[src/tmwg_pkg.sv]
// tmwg_pkg: constants, register map and carrier types of the 16-bit timer waveform block
// assumes a classic wishbone slave with 32-bit data and byte addresses
package tmwg_pkg;
  // register byte offsets
  localparam logic [7:0] ADDR_CTRL_A   = 8'h00; // waveform control a
  localparam logic [7:0] ADDR_CTRL_B   = 8'h04; // timer control b (mode high bits)
  localparam logic [7:0] ADDR_CMP_A    = 8'h08; // channel a compare value
  localparam logic [7:0] ADDR_CMP_B    = 8'h0C; // channel b compare value
  localparam logic [7:0] ADDR_CAPTURE  = 8'h10; // capture value register
  localparam logic [7:0] ADDR_COUNT    = 8'h14; // counter value (read only)
  localparam logic [7:0] ADDR_IRQ_STAT = 8'h18; // sticky event flags, write one to clear
  localparam logic [7:0] ADDR_IRQ_MASK = 8'h1C; // event mask
  localparam logic [7:0] ADDR_STATE    = 8'h20; // waveforms, override, direction (read only)
  // control a field positions
  localparam int CA_ACT_A_LSB = 6;
  localparam int CA_ACT_B_LSB = 4;
  localparam int CA_MODE_LSB  = 0;
  localparam logic [7:0] CA_WR_MASK = 8'hF3; // bits 3:2 unimplemented
  // control b field positions
  localparam int CB_MODE_LSB = 3;
  localparam logic [7:0] CTRL_RESET = 8'h00;
  // event flag positions
  localparam int EV_WRAP  = 0;
  localparam int EV_MATCH_A = 1;
  localparam int EV_MATCH_B = 2;
  localparam int EV_W = 3;
  // fixed top values and limits
  localparam logic [15:0] TOP_8BIT  = 16'h00FF;
  localparam logic [15:0] TOP_9BIT  = 16'h01FF;
  localparam logic [15:0] TOP_10BIT = 16'h03FF;
  localparam logic [15:0] CNT_MAX   = 16'hFFFF;
  localparam logic [15:0] CNT_BOTTOM = 16'h0000;
  // compare output field encodings
  localparam logic [1:0] ACT_OFF    = 2'h0;
  localparam logic [1:0] ACT_TOGGLE = 2'h1;
  localparam logic [1:0] ACT_CLEAR  = 2'h2;
  localparam logic [1:0] ACT_SET    = 2'h3;

  // waveform families, one-hot
  typedef enum logic [3:0] {
    TMWG_NORMAL = 4'b0001,
    TMWG_CTC    = 4'b0010,
    TMWG_FAST   = 4'b0100,
    TMWG_DUAL   = 4'b1000
  } tmwg_family_t;

  // decoded mode properties
  typedef struct packed {
    tmwg_family_t family;
    logic [15:0]  top_fixed;
    logic         top_from_cap;
    logic         top_from_cmpa;
    logic         load_at_bottom;
    logic         buffered;
    logic         wrap_at_top;
    logic         wrap_at_bottom;
    logic         toggle_ok;
  } tmwg_mode_t;

  // wishbone request carrier
  typedef struct packed {
    logic        cyc;
    logic        stb;
    logic        we;
    logic [7:0]  adr;
    logic [3:0]  sel;
    logic [31:0] dat;
  } tmwg_wb_req_t;

  // mode decode table
  function automatic tmwg_mode_t tmwg_decode(input logic [3:0] m);
    tmwg_mode_t d;
    d = '{family: TMWG_NORMAL, top_fixed: CNT_MAX, top_from_cap: 1'b0,
          top_from_cmpa: 1'b0, load_at_bottom: 1'b0, buffered: 1'b0,
          wrap_at_top: 1'b0, wrap_at_bottom: 1'b0, toggle_ok: 1'b0};
    case (m)
      4'h0: d.family = TMWG_NORMAL;
      4'h1, 4'h2, 4'h3: begin
        d.family = TMWG_DUAL;
        d.top_fixed = (m == 4'h1) ? TOP_8BIT : (m == 4'h2) ? TOP_9BIT : TOP_10BIT;
        d.buffered = 1'b1;
        d.wrap_at_bottom = 1'b1;
      end
      4'h4: begin
        d.family = TMWG_CTC;
        d.top_from_cmpa = 1'b1;
      end
      4'h5, 4'h6, 4'h7: begin
        d.family = TMWG_FAST;
        d.top_fixed = (m == 4'h5) ? TOP_8BIT : (m == 4'h6) ? TOP_9BIT : TOP_10BIT;
        d.buffered = 1'b1;
        d.wrap_at_top = 1'b1;
      end
      4'h8, 4'h9, 4'hA, 4'hB: begin
        d.family = TMWG_DUAL;
        d.top_from_cap = ~m[0];
        d.top_from_cmpa = m[0];
        d.load_at_bottom = ~m[1];
        d.buffered = 1'b1;
        d.wrap_at_bottom = 1'b1;
        d.toggle_ok = 1'b1;
      end
      4'hC: begin
        d.family = TMWG_CTC;
        d.top_from_cap = 1'b1;
      end
      4'hE, 4'hF: begin
        d.family = TMWG_FAST;
        d.top_from_cap = ~m[0];
        d.top_from_cmpa = m[0];
        d.buffered = 1'b1;
        d.wrap_at_top = 1'b1;
        d.toggle_ok = 1'b1;
      end
      default: d.family = TMWG_NORMAL; // mode 13 reserved: plain count, no wrap flag
    endcase
    return d;
  endfunction
endpackage

[src/tmwg_timer.sv]
// tmwg_timer: 16-bit timer counter with mode decode, compare buffers and waveform outputs
// assumes a classic wishbone master on clk_i and a one-cycle count enable from a prescaler
//
// Operation
// - all logic on clk_i; the prescaled tick only enables counting for one cycle
// - phase and frequency correct modes load compare buffers at bottom
// - nonzero output field hands the pin to the waveform, except a pwm field 01 without toggle action; zero leaves the port
// - non-pwm: 00 off, 01 toggle, 10 clear, 11 set on match
// - fast pwm: 10 clear on match set at top; 11 the reverse
// - fast pwm field 01 toggles channel a only in modes 14, 15
// - fast pwm: compare equal to top with upper bit set takes top action only
// - dual slope: 10 clears on up match, sets on down; 11 reverse
// - dual slope field 01 toggles channel a only in modes 8 to 11
// - four-bit mode split over control a and b selects sequence, top, waveform
// - modes 1-3 dual slope, fixed top, load at top, wrap flag at bottom
// - modes 5-7 fast pwm, fixed top, load at top, wrap flag at top
// - mode 0 counts to max; modes 4, 12 clear on match; immediate; flag at max
// - top source per mode; 10-11 and 14-15 load and flag as listed; 13 reserved
// - compare values double buffered only in pwm modes
//
// The Wishbone slave port and the placing of the registers are this design's own decisions.
`timescale 1ns/1ns
module tmwg_timer
  import tmwg_pkg::*;
(
  // clock and reset
  input  wire logic                clk_i,
  input  wire logic                rst_b_i,
  // wishbone slave
  input  wire tmwg_pkg::tmwg_wb_req_t wb_req_i,
  output logic [31:0]              wb_dat_o,
  output logic                     wb_ack_o,
  // timer count enable and port control
  input  wire logic                timer_count_enable_i,
  input  wire logic [1:0]          port_dir_i,
  input  wire logic [1:0]          port_val_i,
  // pins and interrupt
  output logic                     chan_a_wave_pin_o,
  output logic                     chan_b_wave_pin_o,
  output logic [1:0]               pin_drive_en_o,
  output logic                     irq_o
);
  import tmwg_pkg::*;

  // registers
  logic [7:0]  timer_waveform_control_a;
  logic [7:0]  timer_control_b;
  logic [15:0] chan_a_compare_value;
  logic [15:0] chan_b_compare_value;
  logic [15:0] cmp_buf_a;
  logic [15:0] cmp_buf_b;
  logic [15:0] capture_value_reg;
  logic [15:0] counter_value;
  logic        count_down;
  logic [1:0]  wave;
  logic [EV_W-1:0] irq_stat;
  logic [EV_W-1:0] irq_mask;

  // bus decode
  wire         bus_req   = wb_req_i.cyc & wb_req_i.stb & ~wb_ack_o;
  wire         bus_wr    = bus_req & wb_req_i.we;
  wire         lane0     = wb_req_i.sel[0];
  wire         lane1     = wb_req_i.sel[1];
  wire [7:0]   adr       = wb_req_i.adr;
  wire [31:0]  wdat      = wb_req_i.dat;
  wire         wr_ca     = bus_wr & lane0 & (adr == ADDR_CTRL_A);
  wire         wr_cb     = bus_wr & lane0 & (adr == ADDR_CTRL_B);
  wire         wr_cmpa   = bus_wr & (adr == ADDR_CMP_A);
  wire         wr_cmpb   = bus_wr & (adr == ADDR_CMP_B);
  wire         wr_cap    = bus_wr & (adr == ADDR_CAPTURE);
  wire         wr_stat   = bus_wr & lane0 & (adr == ADDR_IRQ_STAT);
  wire         wr_mask   = bus_wr & lane0 & (adr == ADDR_IRQ_MASK);

  // mode assembly and decode
  wire [3:0]   waveform_mode_select = {timer_control_b[CB_MODE_LSB+1 -: 2],
                                       timer_waveform_control_a[CA_MODE_LSB +: 2]};
  tmwg_mode_t  md;
  assign md = tmwg_decode(waveform_mode_select);
  wire         is_fast  = (md.family == TMWG_FAST);
  wire         is_dual  = (md.family == TMWG_DUAL);
  wire         is_pwm   = is_fast | is_dual;
  wire [1:0]   chan_a_output_action = timer_waveform_control_a[CA_ACT_A_LSB +: 2];
  wire [1:0]   chan_b_output_action = timer_waveform_control_a[CA_ACT_B_LSB +: 2];

  // top selection
  wire [15:0]  top_val = md.top_from_cap  ? capture_value_reg :
                         md.top_from_cmpa ? chan_a_compare_value :
                         md.top_fixed;
  wire         tick    = timer_count_enable_i;
  wire         at_top  = (counter_value == top_val);
  wire         at_bot  = (counter_value == CNT_BOTTOM);
  wire         at_max  = (counter_value == CNT_MAX);

  // next counter value and direction
  logic [15:0] next_count;
  logic        next_down;
  always_comb begin
    next_count = counter_value;
    next_down  = count_down;
    if (tick) begin
      if (is_dual) begin
        if (!count_down && at_top) begin
          next_down  = 1'b1;
          next_count = counter_value - 16'h0001;
        end else if (count_down && at_bot) begin
          next_down  = 1'b0;
          next_count = counter_value + 16'h0001;
        end else if (count_down) begin
          next_count = counter_value - 16'h0001;
        end else begin
          next_count = counter_value + 16'h0001;
        end
      end else if ((is_fast || md.family == TMWG_CTC) && at_top) begin
        next_down  = 1'b0;
        next_count = CNT_BOTTOM;
      end else begin
        next_down  = 1'b0;
        next_count = counter_value + 16'h0001; // wraps at max
      end
    end
  end

  // buffer load point: top, or bottom for phase and frequency correct
  wire load_pt   = md.load_at_bottom ? (at_bot & count_down) : at_top;
  wire do_load   = tick & md.buffered & load_pt;
  wire wrap_ev   = tick & ((md.wrap_at_top & at_top) |
                           (md.wrap_at_bottom & at_bot & count_down) |
                           (~is_pwm & at_max &
                            (waveform_mode_select != 4'hD)));

  // compare match
  wire match_a   = tick & (counter_value == chan_a_compare_value);
  wire match_b   = tick & (counter_value == chan_b_compare_value);
  wire top_tick  = tick & at_top;

  // waveform next value per channel
  function automatic logic wave_next(input logic cur, input logic [1:0] act,
                                     input logic match, input logic cmp_is_top,
                                     input logic chan_a);
    logic n;
    n = cur;
    if (is_fast) begin
      if (act[1]) begin
        if (top_tick)
          n = act[0] ? 1'b0 : 1'b1;
        else if (match && !cmp_is_top)
          n = act[0];
      end else if (act == ACT_TOGGLE && chan_a && md.toggle_ok && match) begin
        n = ~cur;
      end
    end else if (is_dual) begin
      if (act[1] && match)
        n = count_down ? ~act[0] : act[0];
      else if (act == ACT_TOGGLE && chan_a && md.toggle_ok && match)
        n = ~cur;
    end else if (match) begin
      case (act)
        ACT_TOGGLE: n = ~cur;
        ACT_CLEAR:  n = 1'b0;
        ACT_SET:    n = 1'b1;
        default:    n = cur;
      endcase
    end
    return n;
  endfunction

  // next waveform per channel; a process, so signals read inside the function are watched
  logic [1:0] next_wave;
  always_comb begin
    next_wave[0] = wave_next(wave[0], chan_a_output_action, match_a,
                             chan_a_compare_value == top_val, 1'b1);
    next_wave[1] = wave_next(wave[1], chan_b_output_action, match_b,
                             chan_b_compare_value == top_val, 1'b0);
  end

  // pin override: a set field bit takes the pin, but a pwm toggle field left
  // without a toggle action is disconnected and the port keeps the pin
  wire       dis_a    = is_pwm & (chan_a_output_action == ACT_TOGGLE) & ~md.toggle_ok;
  wire       dis_b    = is_pwm & (chan_b_output_action == ACT_TOGGLE);
  wire [1:0] override = {(|chan_b_output_action) & ~dis_b,
                         (|chan_a_output_action) & ~dis_a};
  wire [1:0] next_pin = {override[1] ? wave[1] : port_val_i[1],
                         override[0] ? wave[0] : port_val_i[0]};

  // event flags: hardware set wins over write-one-clear
  wire [EV_W-1:0] ev_set  = {match_b, match_a, wrap_ev};
  wire [EV_W-1:0] ev_clr  = wr_stat ? wdat[EV_W-1:0] : '0;
  wire [EV_W-1:0] next_stat = (irq_stat & ~ev_clr) | ev_set;

  // read mux
  logic [31:0] rdata;
  always_comb begin
    if (adr == ADDR_CTRL_A)
      rdata = {24'h0, timer_waveform_control_a};
    else if (adr == ADDR_CTRL_B)
      rdata = {24'h0, timer_control_b};
    else if (adr == ADDR_CMP_A)
      rdata = {16'h0, cmp_buf_a};
    else if (adr == ADDR_CMP_B)
      rdata = {16'h0, cmp_buf_b};
    else if (adr == ADDR_CAPTURE)
      rdata = {16'h0, capture_value_reg};
    else if (adr == ADDR_COUNT)
      rdata = {16'h0, counter_value};
    else if (adr == ADDR_IRQ_STAT)
      rdata = {29'h0, irq_stat};
    else if (adr == ADDR_IRQ_MASK)
      rdata = {29'h0, irq_mask};
    else if (adr == ADDR_STATE)
      rdata = {24'h0, 2'h0, port_dir_i, override, wave};
    else
      rdata = 32'h0; // unmapped reads zero, writes ignored
  end

  // 16-bit write data respects byte lanes
  function automatic logic [15:0] lane_merge(input logic [15:0] old);
    return {lane1 ? wdat[15:8] : old[15:8], lane0 ? wdat[7:0] : old[7:0]};
  endfunction

  // bus answer: ack one cycle after the request
  always_ff @(posedge clk_i or negedge rst_b_i) begin
    if (!rst_b_i) begin
      wb_ack_o <= 1'b0;
      wb_dat_o <= 32'h0;
    end else begin
      wb_ack_o <= bus_req;
      wb_dat_o <= bus_req ? rdata : 32'h0;
    end
  end

  // control, mask and capture registers
  always_ff @(posedge clk_i or negedge rst_b_i) begin
    if (!rst_b_i) begin
      timer_waveform_control_a <= CTRL_RESET;
      timer_control_b          <= CTRL_RESET;
      irq_mask                 <= '0;
      capture_value_reg        <= 16'h0;
    end else begin
      if (wr_ca)
        timer_waveform_control_a <= wdat[7:0] & CA_WR_MASK;
      if (wr_cb)
        timer_control_b <= wdat[7:0];
      if (wr_mask)
        irq_mask <= wdat[EV_W-1:0];
      if (wr_cap)
        capture_value_reg <= lane_merge(capture_value_reg);
    end
  end

  // compare buffers and active compare values
  always_ff @(posedge clk_i or negedge rst_b_i) begin
    if (!rst_b_i) begin
      cmp_buf_a            <= 16'h0;
      cmp_buf_b            <= 16'h0;
      chan_a_compare_value <= 16'h0;
      chan_b_compare_value <= 16'h0;
    end else begin
      if (wr_cmpa)
        cmp_buf_a <= lane_merge(cmp_buf_a);
      if (wr_cmpb)
        cmp_buf_b <= lane_merge(cmp_buf_b);
      if (!md.buffered) begin
        chan_a_compare_value <= wr_cmpa ? lane_merge(cmp_buf_a) : cmp_buf_a;
        chan_b_compare_value <= wr_cmpb ? lane_merge(cmp_buf_b) : cmp_buf_b;
      end else if (do_load) begin
        chan_a_compare_value <= cmp_buf_a;
        chan_b_compare_value <= cmp_buf_b;
      end
    end
  end

  // counter, waveform and flags
  always_ff @(posedge clk_i or negedge rst_b_i) begin
    if (!rst_b_i) begin
      counter_value <= 16'h0;
      count_down    <= 1'b0;
      wave          <= 2'b00;
      irq_stat      <= '0;
    end else begin
      counter_value <= next_count;
      count_down    <= next_down;
      wave          <= next_wave;
      irq_stat      <= next_stat;
    end
  end

  // pins and interrupt from flops; drive enable follows port direction only
  always_ff @(posedge clk_i or negedge rst_b_i) begin
    if (!rst_b_i) begin
      chan_a_wave_pin_o <= 1'b0;
      chan_b_wave_pin_o <= 1'b0;
      pin_drive_en_o    <= 2'b00;
      irq_o             <= 1'b0;
    end else begin
      chan_a_wave_pin_o <= next_pin[0];
      chan_b_wave_pin_o <= next_pin[1];
      pin_drive_en_o    <= port_dir_i;
      irq_o             <= |(next_stat & irq_mask);
    end
  end
endmodule

[config.mk]
export PLATFORM = sky130hd
export DESIGN_NAME = tmwg_timer
export DESIGN_NICKNAME = d
export VERILOG_FILES = /design/src/tmwg_pkg.sv /design/src/tmwg_timer.sv
export SDC_FILE = /design/constraint.sdc
export NUM_CORES = 1
export LEC_CHECK = 0
export BUFFER_PORTS_ARGS = -buffer_cell sky130_fd_sc_hd__buf_2
export CORE_ASPECT_RATIO = 0.6
export CORE_UTILIZATION = 46
export DETAILED_ROUTE_END_ITERATION = 10
export GPL_TIMING_DRIVEN = 0
export PLACE_DENSITY_LB_ADDON = 0.25
export SLEW_MARGIN = 20
export SYNTH_ARGS = -nofsm -noshare
export SYNTH_HDL_FRONTEND = slang
export SYNTH_SLANG_ARGS = --single-unit
export TNS_END_PERCENT = 20
[constraint.sdc]
create_clock -name clk_i -period 9.2 [get_ports clk_i]
set_clock_uncertainty 0.1 [all_clocks]
set_input_delay 1.84 -clock clk_i [delete_from_list [all_inputs] [get_ports clk_i]]
set_output_delay 1.84 -clock clk_i [all_outputs]
set_load 0.1 [all_outputs]
==> results.sh, run 1 <==
export IMPL_powerDensity_nw_per_um2=172
export IMPL_r2r_end="chan_a_compare_value[14]"
export IMPL_cts_buffers=17
export IMPL_post_route_period_util_pct=47.0
export IMPL_insertion_delay_ps=450
export IMPL_drc=0
export IMPL_gp_congestion=1.01
export IMPL_synth_edf_count=0
export IMPL_crit_path_end_kind="flop"
export IMPL_num_io_pins=92
export IMPL_cts_tree="yes"
export IMPL_tightest_slew_ps=1200
export IMPL_wl_um=31000
export IMPL_cts_path_max_buffers=2
export IMPL_reg2reg_from="counter_value[0]"
export IMPL_max_vdd_ir_drop_uv=170
export IMPL_multi_input_area_sq_um=5060
export IMPL_final_setup_tns_ps=0
export IMPL_grt_pass1_wl_um=46900
export IMPL_cts_sinks=141
export IMPL_min_to="timer_control_b[5]"
export IMPL_initial_core_util_pct=47.2
export IMPL_critPathRequiredTime_ps=9400
export IMPL_max_cap_viol_count=0
export IMPL_detailed_place_hpwl_um=23300
export IMPL_die_h_um=111
export IMPL_root_buffer="clkbuf_16"
export IMPL_vias=8279
export IMPL_grt_max_degree=80
export IMPL_firstDrtPassIters=6
export IMPL_cp_start_kind="flop"
export IMPL_path_clk_slew_ps=60
export IMPL_overflow=0
export IMPL_hold_viol_final=0
export IMPL_setup_viol=0
export IMPL_std_cell_rows=39
export IMPL_ys_seq_elements=141
export IMPL_async_reset_ff_share_pct=100
export IMPL_status="finished clean"
export IMPL_period_needed_ps=4330
export IMPL_io_buffers=56
export IMPL_p_leak_nw=4.40
export IMPL_drive_gt1_share_pct=20.8
export IMPL_n_antenna_cell=0
export IMPL_n_fill_cell=1746
export IMPL_reg2reg_depth=11
export IMPL_cts_max_level=4
export IMPL_fmax_mhz=231
export IMPL_synth_top_family_by_area="simple AND/OR/NAND/NOR gates"
export IMPL_seq_area_sq_um=3530
export IMPL_synth_area_sq_um=9040
export IMPL_placedCellCount=1304
export IMPL_worstHoldStart="timer_control_b[5]"
export IMPL_ys_seq_area_share_pct=39.0
export IMPL_hold_ws_ps=407
export IMPL_finalPower_mw=1.79
export IMPL_yosysWarnings=0
export IMPL_ys_types=78
export IMPL_post_drt_wl_per_cell_um=23.2
export IMPL_core_area_sq_um=19100
export IMPL_synthCells=966
export IMPL_post_cts_buffers=0
export IMPL_yosysTopAreaCell="dfrtp_1"
export IMPL_synth_top_area_share_pct=39.0
export IMPL_criticalPathCategory="reg2reg"
export IMPL_min_path_type="reg2reg"
export IMPL_ant_nets=0
export IMPL_critPathMaxFanout=10
export IMPL_rsz0062_at_grt="no"
export IMPL_netlist_top_cells_area="dfrtp_1 (39%), mux2_2 (9.5%), mux2i_1 (4.5%), nand2_1 (3.5%), xnor2_1 (3.3%)"
export IMPL_antenna_found_initial=0
export IMPL_synthFlopType="dfrtp_1"
export IMPL_muxShareOfSynthArea_pct=14.0
export IMPL_fin_cells=1336
export IMPL_die_w_um=183
export IMPL_synthAdderAreaFrac_pct=0.692
export IMPL_max_slew_margin_pct=19.1
export IMPL_synthXorXnorAreaFrac_pct=4.85
export IMPL_first_iter_violations=1022
export IMPL_worstPathArrival_ps=4520
export IMPL_avgSynthCellArea_sq_um=9.35
export IMPL_die_area_sq_um=20200
export IMPL_detail_route_vias_per_cell=6.20
export IMPL_hold_depth=1
export IMPL_maxSlewViolCount=0
export IMPL_fin_area_sq_um=10400
export IMPL_track_usage_pct=31.6
export IMPL_area_growth_syn_to_layout_pct=15.0
export IMPL_num_nets_final=1116
export IMPL_synthSimpleGateAreaFrac_pct=20.0
export IMPL_cts_hold_fix_buffers=0
export IMPL_first_global_vias=7655
export IMPL_placed_cell_area_sq_um=9750
export IMPL_synth_compound_area_share_pct=15.7
export IMPL_r2r_setup_slack_ps=4870
export IMPL_ctsResizeCount=0
## synth_stat cells, drive strengths merged, types with 4 or more instances
master / instances
nor2: 62
a32oi: 5
dfrtp: 141
nor4b: 5
o221ai: 4
clkbuf: 42
nand3b: 6
or3: 10
nand2b: 21
nand2: 85
ha: 5
a22oi: 9
xor2: 16
nand4: 12
nor2b: 10
mux2i: 41
buf: 38
xnor2: 34
and3: 13
mux2: 76
nor3: 34
or4b: 6
nor3b: 5
a21oi: 44
o21ai: 70
a31oi: 9
a222oi: 13
or4: 5
inv: 25
nand3: 36
o31ai: 11
nor4: 13
o22ai: 5
o21a: 5
## cells in the final DEF (no fill, tap or decap), drive strengths merged, types with 21 or more instances in the layout
cell type and n:
nand2 85, clkbuf 61, nor2 62, a21oi 44, mux2 76, nand2b 21, mux2i 41, nor3 34
buf 95, nand3 36, inv 30, dfrtp 141, o21ai 70, xnor2 34
## critical path: stages, from the launching register on
cell and delay, ps:
dfrtp_1 380, clkbuf_1 280, inv_1 240, ha_1 220, nor3b_1 590, nand3_2 340
or4b_1 570, buf_2 190, o41ai_4 680, buf_6 280, mux2i_1 220, o21ai_1 90
## routing by layer
| layer | part of all wire [%] | global-route usage, % |
|---|---|---|
| met1 | 48 | 48.7 |
| met2 | 39 | 40.1 |
| met3 | 12 | 13.0 |
| met4 | 1.2 | 6.83 |
| met5 | 0 | 0 |
## cell families after synthesis
family / count (synthesis)
AND/OR/NAND/NOR: 338
AO/OA/AOI/OAI: 209
flip-flops: 141
multiplexers: 117
buffers and inverters: 105
XOR/XNOR: 50
adder cells (fa/ha/maj): 5
other: 1
## report_power, final
group	total (mW)	internal, mW	leakage [nW]	switching (mW)
Combinational	0.348	0.108	2.21	0.240
Clock	0.770	0.468	0.315	0.302
Sequential	0.674	0.642	1.88	0.0320
## area by class of cell
cell class                 instances  share of cell area [%]
buffer                            80                    4.03
multi-input combinational        735                    48.7
clock buffer                      19                    4.26
inverter                          25                   0.903
tap                              266                    3.20
timing repair buffer              57                    3.06
clock inverter                    13                    1.94
sequential                       141                    34.0
## per-stage QoR
stage	util, %	setup WS (ps)
final	54.3	4870
after global routing	54.3	4650
after CTS	54.3	4980
after detailed placement	51.0	4550
after global placement	50.7	4060
after floorplan	-	5260
## worst max-delay path by stage
stage / startpoint / end / slack (ps) / cells after the start
2_1_floorplan: wb_req_i[40] / chan_b_compare_value[15] / 5260 / 8
3_3_place_gp: rst_b_i / wb_dat_o[7] / 4060 / 1
3_5_place_dp: wb_req_i[40] / chan_b_compare_value[15] / 4550 / 9
4_1_cts: counter_value[0] / chan_b_compare_value[2] / 4980 / 11
5_1_grt: counter_value[0] / chan_b_compare_value[2] / 4650 / 11
6_report: counter_value[0] / chan_a_compare_value[14] / 4870 / 11
Note: power is estimated with default switching activity, not from simulation.
==> run 2: changes to the inputs <==
clock period = 4.2 ns   (was 9.2 ns; I/O delays follow)
==> run 2 against run 1 <==
Non-clock buffer count is the same; sequential cell count is the same; global-route usage about the same; worst hold slack lost 200 ps; maximum frequency increased by 6.2%; clock power increased by 120%; die area did not move; total power rose by 120%; critical path depth shrank 1; combinational power up 120%; critical endpoint is now wave[1].
==> results.sh, run 2 (synthesis results as in run 1) <==
export IMPL_topRoutingLayerUsed="met4"
export IMPL_combPwrFrac_pct=19.4
export IMPL_die_h_um=111
export IMPL_n_antenna_cell=0
export IMPL_post_drt_wl_per_cell_um=23.2
export IMPL_fmax_mhz=246
export IMPL_powerDensity_nw_per_um2=377
export IMPL_n_fill_cell=1745
export IMPL_max_cap_viol_count=0
export IMPL_r2r_setup_slack_ps=130
export IMPL_std_cell_rows=39
export IMPL_multi_input_area_sq_um=5060
export IMPL_cpMostUsedCell="a21oi_1"
export IMPL_first_iter_violations=997
export IMPL_insertion_delay_ps=450
export IMPL_maxSlewViolCount=0
export IMPL_gp_congestion=1.01
export IMPL_worstPathArrival_ps=4290
export IMPL_cts_tree="yes"
export IMPL_ctsResizeCount=1
export IMPL_reg2reg_depth=10
export IMPL_route_met2_wl_um=12100
export IMPL_layout_common_cells="dfrtp_1 (141), nand2_1 (85), mux2_2 (76)"
export IMPL_rsz0062_at_grt="no"
export IMPL_vias=8291
export IMPL_met3WireLength_um=3920
export IMPL_grt_pass1_wl_um=46900
export IMPL_wl_met1_um=14700
export IMPL_final_common_cell="dfrtp_1"
export IMPL_detail_route_vias_per_cell=6.21
export IMPL_antenna_found_initial=0
export IMPL_crit_path_end_kind="flop"
export IMPL_pwr_share_clk_pct=42.9
export IMPL_slowest_stage="or4b_2"
export IMPL_num_io_pins=92
export IMPL_cp_start_kind="flop"
export IMPL_criticalPathCategory="reg2reg"
export IMPL_drive_gt1_share_pct=20.9
export IMPL_detailed_place_hpwl_um=23300
export IMPL_swShare_pct=32.0
export IMPL_cts_sinks=141
export IMPL_die_area_sq_um=20200
export IMPL_place_ws_ps=18.8
export IMPL_setup_viol=0
export IMPL_r2r_end="wave[1]"
export IMPL_fin_area_sq_um=10400
export IMPL_drc=0
export IMPL_num_nets_final=1116
export IMPL_max_vdd_ir_drop_uv=373
export IMPL_cts_buffers=17
export IMPL_reg2reg_from="timer_control_b[4]"
export IMPL_track_usage_pct=31.6
export IMPL_seq_area_sq_um=3530
export IMPL_firstDrtPassIters=7
export IMPL_core_area_sq_um=19100
export IMPL_wl_um=31000
export IMPL_critPathMaxFanout=10
export IMPL_tightest_slew_ps=1210
export IMPL_max_slew_margin_pct=18.2
export IMPL_initial_core_util_pct=47.2
export IMPL_finalPower_mw=3.92
export IMPL_cts_path_max_buffers=2
export IMPL_critPathRequiredTime_ps=4420
export IMPL_post_cts_buffers=0
export IMPL_min_path_type="in2async"
export IMPL_area_growth_syn_to_layout_pct=15.1
export IMPL_overflow=0
export IMPL_crit_chain="buf_6, buf_2, buf_4, clkbuf_1, a21oi_1, nor2_1, a21oi_1, or4b_2, o21ai_1, mux2_2"
export IMPL_placed_cell_area_sq_um=9750
export IMPL_power_frac_seq_pct=37.7
export IMPL_p_int_mw=2.67
export IMPL_root_buffer="clkbuf_16"
export IMPL_status="finished clean"
export IMPL_p_leak_nw=4.41
export IMPL_io_buffers=56
export IMPL_period_needed_ps=4070
export IMPL_switchingPower_mw=1.25
export IMPL_final_setup_worst_slack_ps=127
export IMPL_slowest_delay_ps=830
export IMPL_grt_max_degree=80
export IMPL_path_clk_slew_ps=70
export IMPL_post_route_period_util_pct=97.0
export IMPL_ant_nets=0
export IMPL_cts_max_level=4
export IMPL_hold_viol_final=0
export IMPL_die_w_um=183
export IMPL_final_setup_tns_ps=0
export IMPL_post_route_util_pct=54.4
export IMPL_cts_hold_fix_buffers=0
export IMPL_first_global_vias=7658
==> run 2: cell counts in the layout (fill, tap and decap cells not counted) <==
No cell type changed its count.
==> run 2: worst max-delay path by stage <==
stage,start,slack (ps),end
floorplan,counter_value[0],900,chan_a_compare_value[0]
global placement,counter_value[0],50,chan_a_compare_value[14]
detailed placement,counter_value[0],20,chan_a_compare_value[12]
CTS,counter_value[0],280,chan_b_compare_value[2]
global route,counter_value[0],10,chan_b_compare_value[2]
finish,timer_control_b[4],130,wave[1]
==> run 2: per-layer routing <==
layer | GRT usage (%) | up-vias
li1 | - | 3698
met1 | 48.6 | 4096
met5 | 0 | -
met3 | 13.0 | 40
met4 | 6.83 | 0
met2 | 40.1 | 457
==> run 2: area by class of cell <==
class	count	area share [%]
well taps	266	3.20
clock inverters	13	1.94
inverters	25	0.903
repair buffers	57	3.06
clock buffers	19	4.26
plain buffers	80	4.03
multi-input cells	735	48.7
flip-flops and latches	141	33.9
==> run 2: power groups by stage <==
stage                     registers (mW)  logic [mW]  clock network [mW]
after floorplan                     1.49       0.493                   0
after global placement              1.50       0.723                   0
after detailed placement            1.49       0.735                   0
after CTS                           1.47       0.738                1.70
after global routing                1.48       0.809                1.75
final                               1.48       0.760                1.68
==> run 2: critical path, delay by kind of cell, from the launching register on <==
kind / cells / cell delay [ps]
AOI/OAI and AO/OA: 3 / 660
muxes: 1 / 350
DFF: 1 / 360
and+or+nand+nor: 2 / 1340
buffers and inverters: 4 / 1130
==> run 2: stage by stage <==
stage | hold slack [ps] | cells
after floorplan | 363 | 981
after global placement | 392 | 1303
after detailed placement | 397 | 1304
after CTS | 248 | 1336
after global routing | 259 | 1336
final | 209 | 1336
==> run 3: changes to the inputs <==
HOLD_SLACK_MARGIN = 0.1   (was default)
clock period = 3.6 ns   (was 4.2 ns; I/O delays follow)
==> run 3 against run 2 <==
Non-clock buffer count is 4 higher; clock power is 17% higher; sequential share of layout area is 0.43 points lower; via count is 0.70% higher; largest cell class unchanged.
==> results.sh, run 3 (synthesis results as in run 1) <==
export IMPL_cts_buffers=17
export IMPL_first_iter_violations=1138
export IMPL_overflow=0
export IMPL_crit_path_end_kind="flop"
export IMPL_cts_max_level=4
export IMPL_crit_chain="buf_4, nand2b_2, nand2_2, o221a_2, nor4b_2, and4_1, buf_4, and3_4, o21ai_4, buf_4, a221o_1, a211o_1"
export IMPL_vias=8349
export IMPL_critPathMaxFanout=10
export IMPL_detail_route_vias_per_cell=6.23
export IMPL_rsz0062_at_grt="yes"
export IMPL_detailed_place_hpwl_um=23300
export IMPL_status="finished clean"
export IMPL_maxSlewViolCount=0
export IMPL_setup_viol=0
export IMPL_firstDrtPassIters=5
export IMPL_startpoint="timer_waveform_control_a[1]"
export IMPL_max_vdd_ir_drop_uv=434
export IMPL_path_clk_slew_ps=70
export IMPL_drc=0
export IMPL_powerDensity_nw_per_um2=436
export IMPL_critPathRequiredTime_ps=3830
export IMPL_fmax_mhz=286
export IMPL_hold_viol_final=0
export IMPL_core_area_sq_um=19100
export IMPL_r2r_end="counter_value[10]"
export IMPL_reg2reg_from="timer_waveform_control_a[1]"
export IMPL_antenna_found_initial=0
export IMPL_fin_cells=1340
export IMPL_cts_sinks=141
export IMPL_worstPathArrival_ps=3720
export IMPL_die_h_um=111
export IMPL_cts_hold_fix_buffers=0
export IMPL_period_needed_ps=3500
export IMPL_slowest_delay_ps=460
export IMPL_max_cap_viol_count=0
export IMPL_area_growth_syn_to_layout_pct=16.5
export IMPL_std_cell_rows=39
export IMPL_post_drt_wl_per_cell_um=23.3
export IMPL_insertion_delay_ps=450
export IMPL_gp_congestion=1.01
export IMPL_p_leak_nw=4.46
export IMPL_grt_max_degree=80
export IMPL_cts_path_max_buffers=2
export IMPL_io_buffers=56
export IMPL_cts_tree="yes"
export IMPL_final_common_cell="dfrtp_1"
export IMPL_placedCellCount=1304
export IMPL_cp_start_kind="flop"
export IMPL_crit_buf_inv=3
export IMPL_slowest_stage="dfrtp_1"
export IMPL_final_setup_tns_ps=0
export IMPL_cpMostUsedCell="buf_4"
export IMPL_first_global_vias=7663
export IMPL_max_slew_margin_pct=30.1
export IMPL_r2r_setup_slack_ps=100
export IMPL_tightest_slew_ps=1040
export IMPL_drive_gt1_share_pct=22.9
export IMPL_post_route_period_util_pct=97.1
export IMPL_grt_pass1_wl_um=47000
export IMPL_track_usage_pct=31.6
export IMPL_reg2reg_depth=12
export IMPL_die_area_sq_um=20200
export IMPL_num_nets_final=1120
export IMPL_criticalPathCategory="reg2reg"
export IMPL_layout_common_cells="dfrtp_1 (141), nand2_1 (83), mux2_2 (76)"
export IMPL_ant_nets=0
export IMPL_min_path_type="in2async"
export IMPL_initial_core_util_pct=47.2
export IMPL_die_w_um=183
export IMPL_num_io_pins=92
export IMPL_cp_top_family="simple AND/OR/NAND/NOR gates"
export IMPL_n_antenna_cell=0
export IMPL_root_buffer="clkbuf_16"
export IMPL_wl_um=31200
run 3: changes by cell type in the layout (fill, tap and decap cells not counted), moves of 2 or more:
cell and delta:
nor4_2 +3, o21ai_0 -4, a31oi_1 -2, clkbuf_1 -4
nand2_1 -2, nor2_4 +2, nor4_1 -3, o21ai_1 +4
buf_4 +5, nand2_2 +2, a31oi_2 +2, clkbuf_2 +2
run 3: worst max-delay path by stage:
stage / endpoint / slack, ps / depth (start not counted)
floorplan: chan_a_compare_value[0] / 300 / 11
global route: chan_b_compare_value[2] / -10 / 13
finish: counter_value[10] / 100 / 12
detailed placement: chan_a_compare_value[12] / -580 / 11
global placement: chan_a_compare_value[14] / -550 / 11
CTS: wave[1] / -50 / 10
run 3: area by class of cell:
class	count	area (sq um)
Fill cell	1734	8600
Multi-Input combinational cell	735	5140
Sequential cell	141	3530
Clock buffer	19	443
Buffer	78	418
Timing Repair Buffer	63	375
Tap cell	266	333
Clock inverter	13	201
Inverter	25	93.8
run 3: timing repair:
action,4_1_cts,5_1_grt
pin swaps,1,2
endpoints found under the setup margin,48,46
gates resized for setup,6,20
setup buffers,2,4
cloned,0,0
run 3: per-stage QoR:
| stage | hold WS (ps) | setup WS (ps) | util (%) | area [sq um] | power (mW) |
|---|---|---|---|---|---|
| 2_1_floorplan | 324 | 302 | - | 9090 | 2.31 |
| 3_3_place_gp | 392 | -547 | 50.7 | 9710 | 2.59 |
| 3_5_place_dp | 397 | -581 | 51.0 | 9750 | 2.60 |
| 4_1_cts | 128 | -51.0 | 54.5 | 10400 | 4.57 |
| 5_1_grt | 139 | -10.2 | 55.1 | 10500 | 4.72 |
| 6_report | 95.3 | 105 | 55.1 | 10500 | 4.59 |
run 3: power by group:
group	total [mW]	switching, mW	internal [mW]
Clock	1.97	0.771	1.20
Sequential	1.75	0.105	1.64
Combinational	0.874	0.597	0.277
Total	4.59	1.47	3.11
run 3: routing by layer:
| metal | track usage [%] | share of wire [%] |
|---|---|---|
| met4 | 6.67 | 1.3 |
| met1 | 48.6 | 47 |
| met3 | 13.1 | 13 |
| met2 | 40.3 | 39 |
| met5 | 0 | 0 |
